==> config.mk <==
export PLATFORM = sky130hd
export DESIGN_NAME = csa_axis_cmd
export DESIGN_NICKNAME = d
export VERILOG_FILES = /design/src/placeholder_none.sv /design/src/csa_pkg.sv /design/src/csa_axis_cmd.sv /design/src/csa_ramp.sv
export SDC_FILE = /design/constraint.sdc
export NUM_CORES = 2
export LEC_CHECK = 0
export CAP_MARGIN = 20
export CORE_MARGIN = 5
export CORE_UTILIZATION = 25
export CTS_BUF_LIST = sky130_fd_sc_hd__clkbuf_4 sky130_fd_sc_hd__clkbuf_8
export CTS_CLUSTER_DIAMETER = 80
export CTS_CLUSTER_SIZE = 24
export DETAILED_ROUTE_END_ITERATION = 10
export DONT_BUFFER_PORTS = 1
export GPL_ROUTABILITY_DRIVEN = 0
export GPL_TIMING_DRIVEN = 0
export PLACE_DENSITY = 0.43
export SLEW_MARGIN = 10
export SYNTH_ARGS = -nofsm -noshare
export SYNTH_HDL_FRONTEND = slang
export SYNTH_SLANG_ARGS = --single-unit
export TNS_END_PERCENT = 100
==> constraint.sdc <==
create_clock -name sys_clk_in -period 48.7 [get_ports sys_clk_in]
set_clock_uncertainty 0.2 [all_clocks]
set_input_delay 2.435 -clock sys_clk_in [delete_from_list [all_inputs] [get_ports sys_clk_in]]
set_output_delay 2.435 -clock sys_clk_in [all_outputs]
set_load 0.02 [all_outputs]
==> src/placeholder_none.sv <==
`timescale 1ns/1ps
`default_nettype none
`default_nettype wire

==> src/csa_pkg.sv <==
`default_nettype none
package csa_pkg;
  // Bus geometry
  localparam int DATA_W = 32;
  localparam int ADDR_W = 6;
  // Register byte offsets
  localparam logic [5:0] OFS_CTRL = 6'h00;
  localparam logic [5:0] OFS_VEL = 6'h04;
  localparam logic [5:0] OFS_ACC = 6'h08;
  localparam logic [5:0] OFS_DEC = 6'h0C;
  localparam logic [5:0] OFS_JERK = 6'h10;
  localparam logic [5:0] OFS_OVERRIDE = 6'h14;
  localparam logic [5:0] OFS_STATUS = 6'h18;
  localparam logic [5:0] OFS_ERROR = 6'h1C;
  localparam logic [5:0] OFS_SPEED = 6'h20;
  localparam logic [5:0] OFS_ACCEL = 6'h24;
  // Control word fields
  localparam int CTRL_EXEC = 0;
  localparam int CTRL_DIR_LSB = 1;
  localparam int CTRL_MODE = 4;
  localparam int CTRL_FIELDBUS = 5;
  localparam int CTRL_AXIS_EN = 6;
  localparam int CTRL_ABORT = 7;
  localparam int CTRL_AXIS_LSB = 8;
  // Status word fields
  localparam int STAT_BUSY = 0;
  localparam int STAT_ACTIVE = 1;
  localparam int STAT_IN_VEL = 2;
  localparam int STAT_ABORTED = 3;
  localparam int STAT_ERROR = 4;
  localparam int STAT_PENDING = 5;
  // Direction and transfer mode codes
  localparam logic [2:0] DIR_POS = 3'h1;
  localparam logic [2:0] DIR_NEG = 3'h3;
  localparam logic [2:0] DIR_KEEP = 3'h4;
  localparam logic MODE_INTERRUPT = 1'b0;
  localparam logic MODE_WAIT = 1'b1;
  // Axis number limits
  localparam logic [3:0] AXIS_MAX_LOCAL = 4'hB;
  localparam logic [3:0] AXIS_MAX_FIELDBUS = 4'hF;
  // Error codes
  localparam logic [15:0] ERR_NONE = 16'h0000;
  localparam logic [15:0] ERR_NOT_ENABLED = 16'h0001;
  localparam logic [15:0] ERR_AXIS = 16'h0002;
  localparam logic [15:0] ERR_DIR = 16'h0003;
  localparam logic [15:0] ERR_PARAM = 16'h0004;
  // Reset values
  localparam logic [31:0] RST_WORD = 32'h0000_0000;
  localparam logic [2:0] RST_DIR = 3'h1;
  // Timing
  localparam int CLK_PERIOD_NS = 100;
  localparam int START_DELAY_NS = 1000;
  localparam int START_DELAY_CYCLES = (START_DELAY_NS + CLK_PERIOD_NS - 1) / CLK_PERIOD_NS;
  localparam int RAMP_TICK_NS = 1000000;
  localparam int RAMP_TICK_CYCLES = RAMP_TICK_NS / CLK_PERIOD_NS;
  typedef struct packed {
    logic [31:0] vel;
    logic [31:0] acc;
    logic [31:0] dec;
    logic [31:0] jerk;
    logic [2:0] dir;
    logic mode;
    logic [3:0] axis;
  } csa_cmd_t;
  typedef struct packed {
    logic pending;
    logic error;
    logic aborted;
    logic in_vel;
    logic active;
    logic busy;
  } csa_status_t;
  typedef enum logic [1:0] {ST_IDLE, ST_DELAY, ST_RUN} csa_state_t;
endpackage
`default_nettype wire

==> src/csa_axis_cmd.sv <==
// Contract
// - A motion starts only on a rising edge of execute, never on a held level.
// - A falling execute does not disturb the motion in progress.
// - A new rising edge during motion restarts the command and re-latches all motion inputs.
// - Direction 1 is positive, 3 is negative, 4 keeps the present direction.
// - Transfer mode 0 interrupts the running command at once, 1 waits for it.
// - Axes 0 to 11 are valid in analog or pulse mode and 0 to 15 in fieldbus mode, default 0.
// - Busy and active rise a short delay after the edge, and at-target-speed rises on reaching speed.
// - An interrupt sets aborted and clears the other flags; aborted clears once execute is low. The code's abort leaves the error flag as it was.
// - Execute falling during acceleration still gives at-target-speed with busy and active kept.
// - At-target-speed stays high when an override later changes the target.
// - An override before the target is reached moves the goal to the overridden speed.
// - An error flag and a 16-bit error code report a failed command.
//
// Our own choices: the register offsets and the Avalon-MM register port.
`timescale 1ns/1ps
`default_nettype none
module csa_axis_cmd #(
  parameter int RAMP_TICK_CYCLES = csa_pkg::RAMP_TICK_CYCLES,
  parameter int START_DELAY = csa_pkg::START_DELAY_CYCLES
) (
  // Clock and reset
  input wire logic sys_clk_in,
  input wire logic nrst_in,
  // Avalon-MM slave
  input wire logic [5:0] avs_address_in,
  input wire logic avs_read_in,
  input wire logic avs_write_in,
  input wire logic [31:0] avs_writedata_in,
  input wire logic [3:0] avs_byteenable_in,
  output logic [31:0] avs_readdata_out,
  output logic avs_waitrequest_out,
  // Motion status
  output logic signed [31:0] speed_out,
  output logic [3:0] axis_out,
  output logic busy_out,
  output logic active_out,
  output logic in_velocity_out,
  output logic aborted_flag_out,
  output logic error_out,
  output logic [15:0] error_code_out
);
  if (START_DELAY < 1 || START_DELAY > 65535 || RAMP_TICK_CYCLES < 1) begin : g_bad
    $error("csa_axis_cmd: unsupported timing parameters");
  end

  logic rst_q1;
  logic rst_n;
  always_ff @(posedge sys_clk_in or negedge nrst_in) begin
    if (!nrst_in) begin
      rst_q1 <= 1'b0;
      rst_n <= 1'b0;
    end else begin
      rst_q1 <= 1'b1;
      rst_n <= rst_q1;
    end
  end

  // Bus handshake: waitrequest drops for one cycle per access
  wire req = avs_read_in | avs_write_in;
  wire acc_go = req & ~avs_waitrequest_out;
  wire wr_go = avs_write_in & acc_go;
  function automatic logic [31:0] be_merge(input logic [31:0] old_v, input logic [31:0] new_v,
                                           input logic [3:0] be);
    logic [31:0] r;
    r = old_v;
    for (int i = 0; i < 4; i++) begin
      if (be[i]) begin
        r[i*8 +: 8] = new_v[i*8 +: 8];
      end
    end
    return r;
  endfunction

  // Software-held command inputs
  logic [31:0] ctrl;
  logic [31:0] vel_reg;
  logic [31:0] acc_reg;
  logic [31:0] dec_reg;
  logic [31:0] jerk_reg;
  logic [31:0] ovr_reg;
  logic ovr_valid;
  wire wr_ctrl = wr_go && avs_address_in == csa_pkg::OFS_CTRL;
  wire wr_ovr = wr_go && avs_address_in == csa_pkg::OFS_OVERRIDE;
  wire [31:0] next_ctrl = be_merge(ctrl, avs_writedata_in, avs_byteenable_in);
  // Abort bit is a write-one strobe and never stored
  wire abort_evt = wr_ctrl && next_ctrl[csa_pkg::CTRL_ABORT];
  always_ff @(posedge sys_clk_in or negedge rst_n) begin
    if (!rst_n) begin
      ctrl <= {csa_pkg::RST_WORD[31:4], csa_pkg::RST_DIR, 1'b0};
      vel_reg <= csa_pkg::RST_WORD;
      acc_reg <= csa_pkg::RST_WORD;
      dec_reg <= csa_pkg::RST_WORD;
      jerk_reg <= csa_pkg::RST_WORD;
    end else if (wr_go) begin
      unique case (avs_address_in)
        csa_pkg::OFS_CTRL: ctrl <= next_ctrl & ~(32'h0000_0001 << csa_pkg::CTRL_ABORT);
        csa_pkg::OFS_VEL: vel_reg <= be_merge(vel_reg, avs_writedata_in, avs_byteenable_in);
        csa_pkg::OFS_ACC: acc_reg <= be_merge(acc_reg, avs_writedata_in, avs_byteenable_in);
        csa_pkg::OFS_DEC: dec_reg <= be_merge(dec_reg, avs_writedata_in, avs_byteenable_in);
        csa_pkg::OFS_JERK: jerk_reg <= be_merge(jerk_reg, avs_writedata_in, avs_byteenable_in);
        default: begin
        end
      endcase
    end
  end

  wire exec_lvl = ctrl[csa_pkg::CTRL_EXEC];
  wire fieldbus = ctrl[csa_pkg::CTRL_FIELDBUS];
  wire axis_en = ctrl[csa_pkg::CTRL_AXIS_EN];
  logic exec_prev;
  wire exec_rise = exec_lvl & ~exec_prev;

  // Command presented at the pins; only captured on the rising edge
  csa_pkg::csa_cmd_t in_cmd;
  assign in_cmd.vel = vel_reg;
  assign in_cmd.acc = acc_reg;
  assign in_cmd.dec = dec_reg;
  assign in_cmd.jerk = jerk_reg;
  assign in_cmd.dir = ctrl[csa_pkg::CTRL_DIR_LSB +: 3];
  assign in_cmd.mode = ctrl[csa_pkg::CTRL_MODE];
  assign in_cmd.axis = ctrl[csa_pkg::CTRL_AXIS_LSB +: 4];

  // Validation of the presented command
  wire axis_bad = !fieldbus && (in_cmd.axis > csa_pkg::AXIS_MAX_LOCAL);
  wire dir_bad = !(in_cmd.dir == csa_pkg::DIR_POS || in_cmd.dir == csa_pkg::DIR_NEG ||
                   in_cmd.dir == csa_pkg::DIR_KEEP);
  wire param_bad = ($signed(in_cmd.vel) <= 0) || ($signed(in_cmd.acc) <= 0) ||
                   ($signed(in_cmd.dec) <= 0) || ($signed(in_cmd.jerk) <= 0);
  wire [15:0] chk_code = !axis_en ? csa_pkg::ERR_NOT_ENABLED :
                         axis_bad ? csa_pkg::ERR_AXIS :
                         dir_bad ? csa_pkg::ERR_DIR :
                         param_bad ? csa_pkg::ERR_PARAM : csa_pkg::ERR_NONE;
  wire cmd_ok = (chk_code == csa_pkg::ERR_NONE);

  // Motion state
  csa_pkg::csa_state_t state;
  csa_pkg::csa_cmd_t cmd;
  csa_pkg::csa_cmd_t pend_cmd;
  csa_pkg::csa_status_t st;
  logic cmd_neg;
  logic pend_neg;
  logic [15:0] dly_cnt;
  logic ovr_armed;
  logic signed [31:0] ramp_speed;
  logic signed [31:0] ramp_accel;
  logic reached;

  // Direction 4 follows the sign of the present speed
  wire in_neg = (in_cmd.dir == csa_pkg::DIR_NEG) ||
                (in_cmd.dir == csa_pkg::DIR_KEEP && ramp_speed < 0);
  // A waiting command is held only while the running one has not arrived
  wire running = (state != csa_pkg::ST_IDLE);
  wire defer = running && in_cmd.mode == csa_pkg::MODE_WAIT && !st.in_vel;
  wire start = exec_rise && cmd_ok && !defer;
  wire take_pend = st.pending && state == csa_pkg::ST_RUN && st.in_vel;
  wire arrive = state == csa_pkg::ST_RUN && reached && !st.in_vel && !take_pend;

  // Ramp goal; override replaces the magnitude
  wire [31:0] goal_mag = ovr_armed ? ovr_reg : cmd.vel;
  wire signed [31:0] goal = (state != csa_pkg::ST_RUN) ? 32'sh0000_0000 :
                            (cmd_neg ? -$signed(goal_mag) : $signed(goal_mag));

  always_ff @(posedge sys_clk_in or negedge rst_n) begin
    if (!rst_n) begin
      exec_prev <= 1'b0;
      ovr_reg <= csa_pkg::RST_WORD;
      ovr_valid <= 1'b0;
    end else begin
      exec_prev <= exec_lvl;
      if (wr_ovr) begin
        ovr_reg <= be_merge(ovr_reg, avs_writedata_in, avs_byteenable_in);
      end
      ovr_valid <= wr_ovr;
    end
  end

  always_ff @(posedge sys_clk_in or negedge rst_n) begin
    if (!rst_n) begin
      state <= csa_pkg::ST_IDLE;
      cmd <= '0;
      pend_cmd <= '0;
      cmd_neg <= 1'b0;
      pend_neg <= 1'b0;
      dly_cnt <= 16'h0000;
      ovr_armed <= 1'b0;
      st <= '0;
      error_code_out <= csa_pkg::ERR_NONE;
    end else begin
      // Set wins: a new abort in the clearing cycle keeps the flag
      st.aborted <= abort_evt && running || (st.aborted && exec_lvl);
      if (ovr_valid && running) begin
        ovr_armed <= 1'b1;
      end
      if (abort_evt && running) begin
        state <= csa_pkg::ST_IDLE;
        st.busy <= 1'b0;
        st.active <= 1'b0;
        st.in_vel <= 1'b0;
        st.pending <= 1'b0;
        ovr_armed <= 1'b0;
      end else if (exec_rise && !cmd_ok) begin
        st.error <= 1'b1;
        error_code_out <= chk_code;
      end else if (start) begin
        cmd <= in_cmd;
        cmd_neg <= in_neg;
        st.error <= 1'b0;
        st.in_vel <= 1'b0;
        st.pending <= 1'b0;
        ovr_armed <= 1'b0;
        error_code_out <= csa_pkg::ERR_NONE;
        if (state == csa_pkg::ST_RUN) begin
          state <= csa_pkg::ST_RUN;
        end else begin
          state <= csa_pkg::ST_DELAY;
          dly_cnt <= 16'(START_DELAY - 1);
        end
      end else if (exec_rise) begin
        pend_cmd <= in_cmd;
        pend_neg <= in_neg;
        st.pending <= 1'b1;
      end else if (take_pend) begin
        cmd <= pend_cmd;
        cmd_neg <= pend_neg;
        st.pending <= 1'b0;
        st.in_vel <= 1'b0;
        ovr_armed <= 1'b0;
      end else begin
        unique case (state)
          csa_pkg::ST_IDLE: begin
          end
          csa_pkg::ST_DELAY: begin
            if (dly_cnt == 16'h0000) begin
              state <= csa_pkg::ST_RUN;
              st.busy <= 1'b1;
              st.active <= 1'b1;
            end else begin
              dly_cnt <= dly_cnt - 16'h0001;
            end
          end
          csa_pkg::ST_RUN: begin
            // Execute level is not looked at here, so a falling edge changes nothing
            if (arrive) begin
              st.in_vel <= 1'b1;
            end
          end
        endcase
      end
    end
  end

  csa_ramp #(
    .TICK_CYCLES(RAMP_TICK_CYCLES),
    .W(32)
  ) u_ramp (
    .clk_in(sys_clk_in),
    .rst_n_in(rst_n),
    .target_in(goal),
    .acc_in($signed(cmd.acc)),
    .dec_in($signed(cmd.dec)),
    .jerk_in($signed(cmd.jerk)),
    .speed_out(ramp_speed),
    .accel_out(ramp_accel),
    .reached_out(reached)
  );

  // Register read mux; unmapped addresses read zero
  wire [31:0] stat_word = {26'h000_0000, st};
  wire [31:0] rd_mux = (avs_address_in == csa_pkg::OFS_CTRL) ? ctrl :
                       (avs_address_in == csa_pkg::OFS_VEL) ? vel_reg :
                       (avs_address_in == csa_pkg::OFS_ACC) ? acc_reg :
                       (avs_address_in == csa_pkg::OFS_DEC) ? dec_reg :
                       (avs_address_in == csa_pkg::OFS_JERK) ? jerk_reg :
                       (avs_address_in == csa_pkg::OFS_OVERRIDE) ? ovr_reg :
                       (avs_address_in == csa_pkg::OFS_STATUS) ? stat_word :
                       (avs_address_in == csa_pkg::OFS_ERROR) ? {16'h0000, error_code_out} :
                       (avs_address_in == csa_pkg::OFS_SPEED) ? ramp_speed :
                       (avs_address_in == csa_pkg::OFS_ACCEL) ? ramp_accel : 32'h0000_0000;

  always_ff @(posedge sys_clk_in or negedge rst_n) begin
    if (!rst_n) begin
      avs_waitrequest_out <= 1'b1;
      avs_readdata_out <= 32'h0000_0000;
    end else begin
      avs_waitrequest_out <= ~(req & avs_waitrequest_out);
      if (avs_read_in && avs_waitrequest_out) begin
        avs_readdata_out <= rd_mux;
      end
    end
  end

  // Status pins mirror internal flops one cycle later
  always_ff @(posedge sys_clk_in or negedge rst_n) begin
    if (!rst_n) begin
      speed_out <= 32'sh0000_0000;
      axis_out <= 4'h0;
      busy_out <= 1'b0;
      active_out <= 1'b0;
      in_velocity_out <= 1'b0;
      aborted_flag_out <= 1'b0;
      error_out <= 1'b0;
    end else begin
      speed_out <= ramp_speed;
      axis_out <= cmd.axis;
      busy_out <= st.busy;
      active_out <= st.active;
      in_velocity_out <= st.in_vel;
      aborted_flag_out <= st.aborted;
      error_out <= st.error;
    end
  end
endmodule // csa_axis_cmd
`default_nettype wire

==> src/csa_ramp.sv <==
`timescale 1ns/1ps
`default_nettype none
module csa_ramp #(
  parameter int TICK_CYCLES = 10000,
  parameter int W = 32
) (
  // Clock and reset
  input wire logic clk_in,
  input wire logic rst_n_in,
  // Profile limits
  input wire logic signed [W-1:0] target_in,
  input wire logic signed [W-1:0] acc_in,
  input wire logic signed [W-1:0] dec_in,
  input wire logic signed [W-1:0] jerk_in,
  // Profile state
  output logic signed [W-1:0] speed_out,
  output logic signed [W-1:0] accel_out,
  output logic reached_out
);
  if (TICK_CYCLES < 1 || W < 8) begin : g_bad
    $error("csa_ramp: unsupported parameters");
  end
  logic [31:0] tick_cnt;
  wire tick = (tick_cnt == 32'h0000_0000);
  wire signed [W+1:0] spd = {{2{speed_out[W-1]}}, speed_out};
  wire signed [W+1:0] acl = {{2{accel_out[W-1]}}, accel_out};
  wire signed [W+1:0] tgt = {{2{target_in[W-1]}}, target_in};
  wire signed [W+1:0] err = tgt - spd;
  // Magnitude growing uses the acceleration limit, shrinking the deceleration
  wire growing = (err > 0 && spd >= 0) || (err < 0 && spd <= 0);
  wire signed [W+1:0] lim = growing ? {{2{acc_in[W-1]}}, acc_in} : {{2{dec_in[W-1]}}, dec_in};
  wire signed [W+1:0] jrk = {{2{jerk_in[W-1]}}, jerk_in};
  wire signed [W+1:0] want = (err > 0) ? lim : ((err < 0) ? -lim : '0);
  wire signed [W+1:0] up = (acl + jrk > want) ? want : acl + jrk;
  wire signed [W+1:0] down = (acl - jrk < want) ? want : acl - jrk;
  wire signed [W+1:0] stepped = (acl < want) ? up : down;
  wire signed [W+1:0] cand = spd + stepped;
  // Clamp at the target so the profile never overshoots
  wire over = (err > 0 && cand >= tgt) || (err < 0 && cand <= tgt) || (err == 0);
  wire signed [W-1:0] next_speed = over ? target_in : cand[W-1:0];
  wire signed [W-1:0] next_accel = over ? '0 : stepped[W-1:0];
  assign reached_out = (speed_out == target_in);
  always_ff @(posedge clk_in or negedge rst_n_in) begin
    if (!rst_n_in) begin
      tick_cnt <= 32'h0000_0000;
      speed_out <= '0;
      accel_out <= '0;
    end else begin
      tick_cnt <= tick ? 32'(TICK_CYCLES - 1) : tick_cnt - 32'h0000_0001;
      if (tick) begin
        speed_out <= next_speed;
        accel_out <= next_accel;
      end
    end
  end
endmodule // csa_ramp
`default_nettype wire

# [After elaboration in Yosys (flattened, before gate mapping)]
# Cells that the tools add are included.
[word_totals] register_bits=676 latch_bits=0 mem_bits_rw=0 rom_bits=0 in_bits=46 out_inout_bits=90 elab_cells=283 n_memories=0
[classes] n_addsub=8 mul=0 div=0 n_lt_le_gt_ge=15 n_eq_ne=26 shifts=0 muxes=73 n_bitwise=11 n_reduce_logical=86
[ops] op="2-to-1 mux 32 bit" count=16
[ops] op="2-to-1 mux 136 bit" count=3
[ops] op="2-to-1 mux 34 bit" count=6
[ops] op="<= comparator 32 x 1 -> 1 bit (second input constant)" count=5
[ops] op="2-to-1 mux 16 bit" count=8
[ops] op="subtractor 32 x 32 -> 33 bit" count=2
[ops] op="AND reduction 3 bit" count=20
[ops] op="adder 32 x 34 -> 34 bit" count=1
[ops] op="greater-or-equal comparator 34 x 32 -> 1 bit" count=1
[ops] op="greater-than comparator 34 x 1 -> 1 bit (second input constant)" count=1
[ops] op="greater-than comparator 34 bit" count=1
[ops] op="<= comparator 34 x 32 -> 1 bit" count=1
[ops] op="logical NOT 34 bit" count=1
[ops] op="less-than comparator 32 x 34 -> 1 bit" count=1
[ops] op="less-than comparator 34 x 1 -> 1 bit (second input constant)" count=1
[ops] op="less-than comparator 34 bit" count=1
[ops] op="negator 34 bit" count=1
[ops] op="adder 32 x 32 -> 33 bit" count=1
[ops] op="== test 32 bit" count=1
[ops] op="greater-or-equal comparator 32 x 1 -> 1 bit (second input constant)" count=1
[ops] op="logical NOT 16 bit" count=2
[ops] op="logical NOT 32 bit" count=1
[ops] op="less-than comparator 32 x 1 -> 1 bit (second input constant)" count=1
[ops] op="negator 32 bit" count=1
[ops] op="35 further kinds" count=141

# [Logic depth before layout (Yosys ltp)]
[depth] ltp_word=21 depth_mapped=90 mapped_depth_nobuf=77

# [By module]
# A second synthesis with hierarchy kept.
[unflattened] cells_unflattened=4735 hier_area_um2=44700.4
[modules_own_cells] mod="csa_axis_cmd" n_inst=1 cells_each=2457 area_each_um2=27302.4 seq_area_each_um2=14041.0
[modules_own_cells] mod="csa_ramp" n_inst=1 cells_each=2278 area_each_um2=17397.9 seq_area_each_um2=2402.3

# [Least setup slack after synthesis]
# No wires, ideal clock.
[synth_path] path_type="register -> register" startpoint="register ovr_armed" endpoint="register u_ramp.accel_out[10]" setup_time_ns=0.066 arrival_time_ns=17.877 required_ns=48.434 slack_ns=30.557 path_stages_with_launch=88 path_buffers=12 synth_period_minus_slack_ns=18.143 path_cell_list="dfrtp_1 > clkbuf_1 > clkbuf_1 > buf_1 > clkbuf_1 > clkbuf_1 > buf_1 > clkbuf_1 > mux2i_1 > ha_1 > o21ai_0 > or2_2 > nor4_1 > o21ai_0 > or2_2 > nor2_1 > nand2_1 > nor3_1 > (+52 left out) > xnor2_1 > ha_1 > a21o_1 > a21o_1 > a21o_1 > a21o_1 > a21oi_1 > nor2b_1 > o21ai_0 > o211ai_1 > nand2_1 > nand4_1 > o21ai_0 > mux2i_1 > o31ai_1 > nor2_1 > clkbuf_1 > a22o_1"
[synth_between] elab_chain_len=21 word_cells_on_any_way=29 cone_classes="add/sub (4); order compare (7); mux (10); reduce/logical (8)"
[synth_rtl] element="start: declaration" line="csa_axis_cmd.sv:144" rtl="logic ovr_armed;"
[synth_rtl] element="start signal: assignment" line="csa_axis_cmd.sv:186" rtl="ovr_armed <= 1'b0;"
[synth_rtl] element="start signal: assignment" line="csa_axis_cmd.sv:193" rtl="ovr_armed <= 1'b1;"
[synth_rtl] element="start signal: assignment" line="csa_axis_cmd.sv:201" rtl="ovr_armed <= 1'b0;"
[synth_rtl] element="2-to-1 mux 32 bit *" line="csa_axis_cmd.sv:160" rtl="wire [31:0] goal_mag = ovr_armed ? ovr_reg : cmd.vel;"
[synth_rtl] element="negator 32 bit" line="csa_axis_cmd.sv:162" rtl="(cmd_neg ? -$signed(goal_mag) : $signed(goal_mag));"
[synth_rtl] element="2-to-1 mux 32 bit *" line="csa_axis_cmd.sv:162"
[synth_rtl] element="2-to-1 mux 32 bit *" line="csa_axis_cmd.sv:161" rtl="wire signed [31:0] goal = (state != csa_pkg::ST_RUN) ? 32'sh0000_0000 :"
[synth_rtl] element="subtractor 32 x 32 -> 33 bit" line="csa_ramp.sv:28" rtl="wire signed [W+1:0] err = tgt - spd;"
[synth_rtl] element="greater-than comparator 34 x 1 -> 1 bit or less-than comparator 34 x 1 -> 1 bit (tied branches)" line="csa_ramp.sv:30, csa_ramp.sv:33, csa_ramp.sv:39"
[synth_rtl] element="logical AND 1 bit" line="csa_ramp.sv:30" rtl="wire growing = (err > 0 && spd >= 0) || (err < 0 && spd <= 0);"
[synth_rtl] element="logical OR 1 bit" line="csa_ramp.sv:30"
[synth_rtl] element="(+4 left out)"
[synth_rtl] element="less-than comparator 34 bit or greater-than comparator 34 bit (tied branches)" line="csa_ramp.sv:35, csa_ramp.sv:34"
[synth_rtl] element="2-to-1 mux 34 bit (on tied branches)" line="csa_ramp.sv:35, csa_ramp.sv:34"
[synth_rtl] element="2-to-1 mux 34 bit" line="csa_ramp.sv:36" rtl="wire signed [W+1:0] stepped = (acl < want) ? up : down;"
[synth_rtl] element="adder 32 x 34 -> 34 bit" line="csa_ramp.sv:37" rtl="wire signed [W+1:0] cand = spd + stepped;"
[synth_rtl] element="greater-or-equal comparator 34 x 32 -> 1 bit or <= comparator 34 x 32 -> 1 bit (tied branches)" line="csa_ramp.sv:39" rtl="wire over = (err > 0 && cand >= tgt) || (err < 0 && cand <= tgt) || (err == 0);"
[synth_rtl] element="logical AND 1 bit" line="csa_ramp.sv:39"
[synth_rtl] element="logical OR 1 bit (2 in a row)" line="csa_ramp.sv:39"
[synth_rtl] element="2-to-1 mux 32 bit *" line="csa_ramp.sv:41" rtl="wire signed [W-1:0] next_accel = over ? '0 : stepped[W-1:0];"
[synth_rtl] element="end signal: assignment" line="csa_ramp.sv:52" rtl="accel_out <= next_accel;"
[synth_rtl] element="end: declaration" line="csa_ramp.sv:17" rtl="output logic signed [W-1:0] accel_out,"
# Every way passes the cells marked *; elsewhere a longest branch is shown, timed or not.
# A chain may end at the register's enable or synchronous reset.

# [Worst setup path in the final report]
[layout_path] startpoint="register ovr_armed" endpoint="register u_ramp.speed_out[29]"
[layout_between] elab_chain_len=21 word_cells_on_any_way=29 cone_classes="add/sub (4); order compare (7); mux (10); reduce/logical (8)"
[layout_rtl] element="2-to-1 mux 32 bit *" line="csa_axis_cmd.sv:160"
[layout_rtl] element="negator 32 bit" line="csa_axis_cmd.sv:162"
[layout_rtl] element="2-to-1 mux 32 bit *" line="csa_axis_cmd.sv:162"
[layout_rtl] element="2-to-1 mux 32 bit *" line="csa_axis_cmd.sv:161"
[layout_rtl] element="subtractor 32 x 32 -> 33 bit" line="csa_ramp.sv:28"
[layout_rtl] element="greater-than comparator 34 x 1 -> 1 bit or less-than comparator 34 x 1 -> 1 bit (tied branches)" line="csa_ramp.sv:30, csa_ramp.sv:33, csa_ramp.sv:39"
[layout_rtl] element="logical AND 1 bit" line="csa_ramp.sv:30"
[layout_rtl] element="logical OR 1 bit" line="csa_ramp.sv:30"
[layout_rtl] element="(+4 left out)"
[layout_rtl] element="less-than comparator 34 bit or greater-than comparator 34 bit (tied branches)" line="csa_ramp.sv:35, csa_ramp.sv:34"
[layout_rtl] element="2-to-1 mux 34 bit (on tied branches)" line="csa_ramp.sv:35, csa_ramp.sv:34"
[layout_rtl] element="2-to-1 mux 34 bit" line="csa_ramp.sv:36"
[layout_rtl] element="adder 32 x 34 -> 34 bit" line="csa_ramp.sv:37"
[layout_rtl] element="greater-or-equal comparator 34 x 32 -> 1 bit or <= comparator 34 x 32 -> 1 bit (tied branches)" line="csa_ramp.sv:39"
[layout_rtl] element="logical AND 1 bit" line="csa_ramp.sv:39"
[layout_rtl] element="logical OR 1 bit (2 in a row)" line="csa_ramp.sv:39"
[layout_rtl] element="2-to-1 mux 32 bit *" line="csa_ramp.sv:40" rtl="wire signed [W-1:0] next_speed = over ? target_in : cand[W-1:0];"
[layout_rtl] element="end signal: assignment" line="csa_ramp.sv:51" rtl="speed_out <= next_speed;"
[layout_rtl] element="end: declaration" line="csa_ramp.sv:16" rtl="output logic signed [W-1:0] speed_out,"
# Marks and branches as above.

==> summary.txt <==
CTS
  • Setup Buffers After CTS: 0
  • CTS clock-pin slew for the worst setup and hold paths: around 150 ps
  • Clk sinks: roughly 660
  • Post-CTS resize count: 0
  • Clock Tree Buf Depth: 3
  • Skew-Pair Late Insertion Delay: between 700 and 800 ps
  • H-tree Lvls: 2
  • CTS tree: yes
  • Root Driver: clkbuf_8
  • CTS Hold Bufs: 0
  • TritonCTS Buffers: 39

Route
  • Final ANT Viol Nets: 0
  • Iter 0 DRT Violations: about 3800
  • Vias/cell: 5.35
  • DR WL/cell: between 20 and 30 µm
  • Drc violations: 4
  • Final WL: 187 mm
  • DR vias: around 37000
  • First-pass DRT Iterations: 11

Critical path
  • CP delay by family, top: compound AO/OA/AOI/OAI gates
  • RR Startpoint: ovr_armed
  • CP endpoint kind: flip-flop
  • Worst Setup Start Kind: flip-flop
  • Required @ worst endpoint: 49080 ps
  • CP bufs+invs: 13
  • Crit path DAT: approximately 26000 ps
  • Critical path peak fanout: 10
  • Setup CP Type: reg2reg
  • Worst setup path start: ovr_armed
  • Crit-path slowest cell: nor4_1
  • Crit path top cell by count: a21o_1
  • CP peak stage delay: roughly 960 ps

Yosys
  • Post-Syn Area: approximately 42000 µm²
  • Cells after Synth: between 4000 and 5000
  • Synth Area in Compound Gates: roughly 17%
  • Count of different cell masters after synthesis: roughly 100
  • Area share of the largest cell type after synthesis: roughly two fifths
  • Synth Area in Adders: 8.11%
  • Sequential share of the synthesized area: roughly two fifths
  • Register bit total from synthesis: 657
  • YS warnings: 0
  • Area leader, netlist: dfrtp_1
  • Area contributors post-synth: dfrtp_1 (39%), mux2_2 (9.1%), ha_1 (7.9%), nor2_1 (4.6%), nand2_1 (4.2%)
  • Avg Inst Size Synth: roughly 9.2 µm²
  • Mux share of post-synthesis cell area: between 10% and 20%
  • Post-synth EDFFs: 0
  • Post-synthesis xor/xnor area fraction: under 10%
  • Area share of and/or/nand/nor cells after synthesis: roughly 17%
  • Top FF cell, synth: dfrtp_1
  • Largest family of logic cells by synthesized area: compound AO/OA/AOI/OAI gates
  • FFs w/ async S/R, synth: 100%

Global route
  • Largest net degree at the start of global routing: 61
  • Total grt overflow: 0
  • Antenna violations before repair: 18
  • Vias in the first global route: around 35000
  • GRT Overall Usage: between 20% and 30%
  • First-pass GRT wire length: 264 mm

Timing
  • Crit path time final: 25570 ps
  • Setup TNS: 0 ps
  • Finish-stage setup viols: 0
  • Actual slew at the worst max-slew pin: between 1000 and 1500 ps
  • RSZ-0062 raised after global routing: false
  • Slew headroom: between 10% and 20%
  • Worst hold slack: between 20 and 30 ps
  • Final Max Slew Viols: 0
  • Fin. Hold Viols: 0
  • Fin crit share: between 50% and 60%
  • Fmax: between 30 and 40 MHz

Layout
  • Storage element area: between 15000 and 20000 µm²
  • Nets@finish: roughly 5000
  • Layout cell share with drive strength beyond 1: about 11%
  • Multi-input gate area: roughly 24000 µm²
  • Design Area, Final: 46200 µm²
  • Fillers: around 18000
  • Top flop regs: cmd: 132 flops, pend_cmd: 132 flops
  • Area Growth Syn to Fin: 9.62%

Die
  • FP Rows: 150
  • Die area: 177000 µm²
  • Die height: ~420 µm
  • Die span in x: 421 µm
  • Boundary Pins: approximately 140
  • Initial Util: between 20% and 30%
  • CORE AREA: 167000 µm²

Run
  • Max_cap viols: 0

Outcome
  • Violated checks: design-rule violations
  • Status: complete, but fails checks

Pwr
  • P_leak: 20.2 nW
  • Max VDD drop: between 0.00005 and 0.00006 V
  • PwrDens: between 50 and 60 nW/µm²

Placement
  • Area after DPL: approximately 45000 µm²
  • Number of port buffers: 0
  • Hpwl dp: ~150 mm

Worst hold path
  • Hold crit path type: reg2async
## worst reg2reg max path, delay by kind of cell (launching register included)
kind | cells | cell delay [ps]
AO/OA/AOI/OAI | 34 | 8530
XOR/XNOR | 3 | 520
adder cells (fa/ha/maj) | 6 | 1770
buffers and inverters | 13 | 5700
flip-flops | 1 | 350
multiplexers | 6 | 1900
AND/OR/NAND/NOR | 25 | 6410
## Yosys cell counts (all sizes together), types with 34 or more instances
cell    instances
a21oi         299
mux2          343
nand2         469
a221oi         34
nor2          522
nand4          57
xor2           35
inv           161
nand3          57
nor2b          39
xnor2         116
dfrtp         655
and2           34
mux2i         148
nor4           75
ha            267
buf            52
nor3          102
nand2b         44
o21ai         205
clkbuf        190
a21o           86
or3            35
a31oi         158
## routing by layer
metal	wire length, µm	track usage (%)
met4	6140	6.04
met5	46	0
met3	13400	3.70
met1	83800	28.6
met2	83200	32.6
## where the power goes
group,switching (mW),internal (mW)
clock,0.207,0.0926
sequential,0.122,0.598
combinational,1.04,0.584
total,1.37,1.27
## cell families (layout without fill, tap and decap cells)
logic type | Yosys count | in the layout
simple gates | 1524 | 1524
compound gates | 1080 | 1080
flops | 657 | 657
mux | 491 | 491
buf+inv | 404 | 488
fa+ha+maj | 271 | 271
xor+xnor | 151 | 151
other cells | 2 | 21
## area by class of cell
| type | instances | area share (%) |
|---|---|---|
| multi-input cells | 3531 | 52.3 |
| clock buffers | 47 | 1.33 |
| diodes | 7 | 0.0379 |
| repair buffers | 18 | 0.823 |
| well taps | 2204 | 5.97 |
| inverters | 162 | 1.32 |
| plain buffers | 242 | 2.22 |
| flip-flops and latches | 657 | 35.6 |
| clock inverters | 19 | 0.466 |
## metrics by stage
stage / setup WS, ps / power, mW / utilization (%) / cells
after detailed placement: 23700 / 2.33 / 27.1 / 6813
after global routing: 22050 / 2.83 / 27.6 / 6883
after CTS: 23590 / 2.64 / 27.6 / 6879
after global placement: 19800 / 2.31 / 26.9 / 6796
final: 23130 / 2.65 / 27.6 / 6887
after floorplan: 28830 / 1.74 / - / 4592
## path summary, 6_finish.rpt
| path | cells past startpoint | to | slack, ps |
|---|---|---|---|
| hold / removal | 0 | dly_cnt[2] | 30 |
| max in group asynchronous | 4 | cmd[32] | 46750 |
| setup reg to reg | 87 | u_ramp.speed_out[29] | 23130 |
| setup / recovery | 87 | u_ramp.speed_out[29] | 23130 |
| hold reg to reg | 0 | dly_cnt[2] | 30 |
| min in group sys_clk_in | 0 | rst_n | 170 |
## placed cells by master, fill, tap and decap left out, types with 24 or more instances in the layout
| cell type | synthesis | routed |
|---|---|---|
| nor2b_1 | 39 | 39 |
| a22o_1 | 31 | 31 |
| mux2_2 | 341 | 341 |
| nor3_1 | 102 | 101 |
| a222oi_1 | 24 | 24 |
| a221oi_1 | 34 | 34 |
| and2_1 | 32 | 32 |
| dfrtp_1 | 655 | 654 |
| clkbuf_1 | 190 | 190 |
| a31oi_1 | 158 | 158 |
| or3_1 | 35 | 35 |
| inv_1 | 161 | 161 |
| ha_1 | 267 | 267 |
| nand2b_1 | 44 | 44 |
| nor4_1 | 75 | 74 |
| xnor2_1 | 115 | 115 |
| clkbuf_8 | 0 | 42 |
| nor2_1 | 521 | 521 |
| xor2_1 | 35 | 35 |
| nand2_1 | 469 | 469 |
| a21oi_1 | 297 | 297 |
| o21ai_0 | 196 | 196 |
| nand3_1 | 57 | 57 |
| nand4_1 | 57 | 57 |
| o211ai_1 | 31 | 31 |
| a21o_1 | 86 | 86 |
| mux2i_1 | 147 | 147 |
No activity file was read; power rests on OpenSTA's default activity.
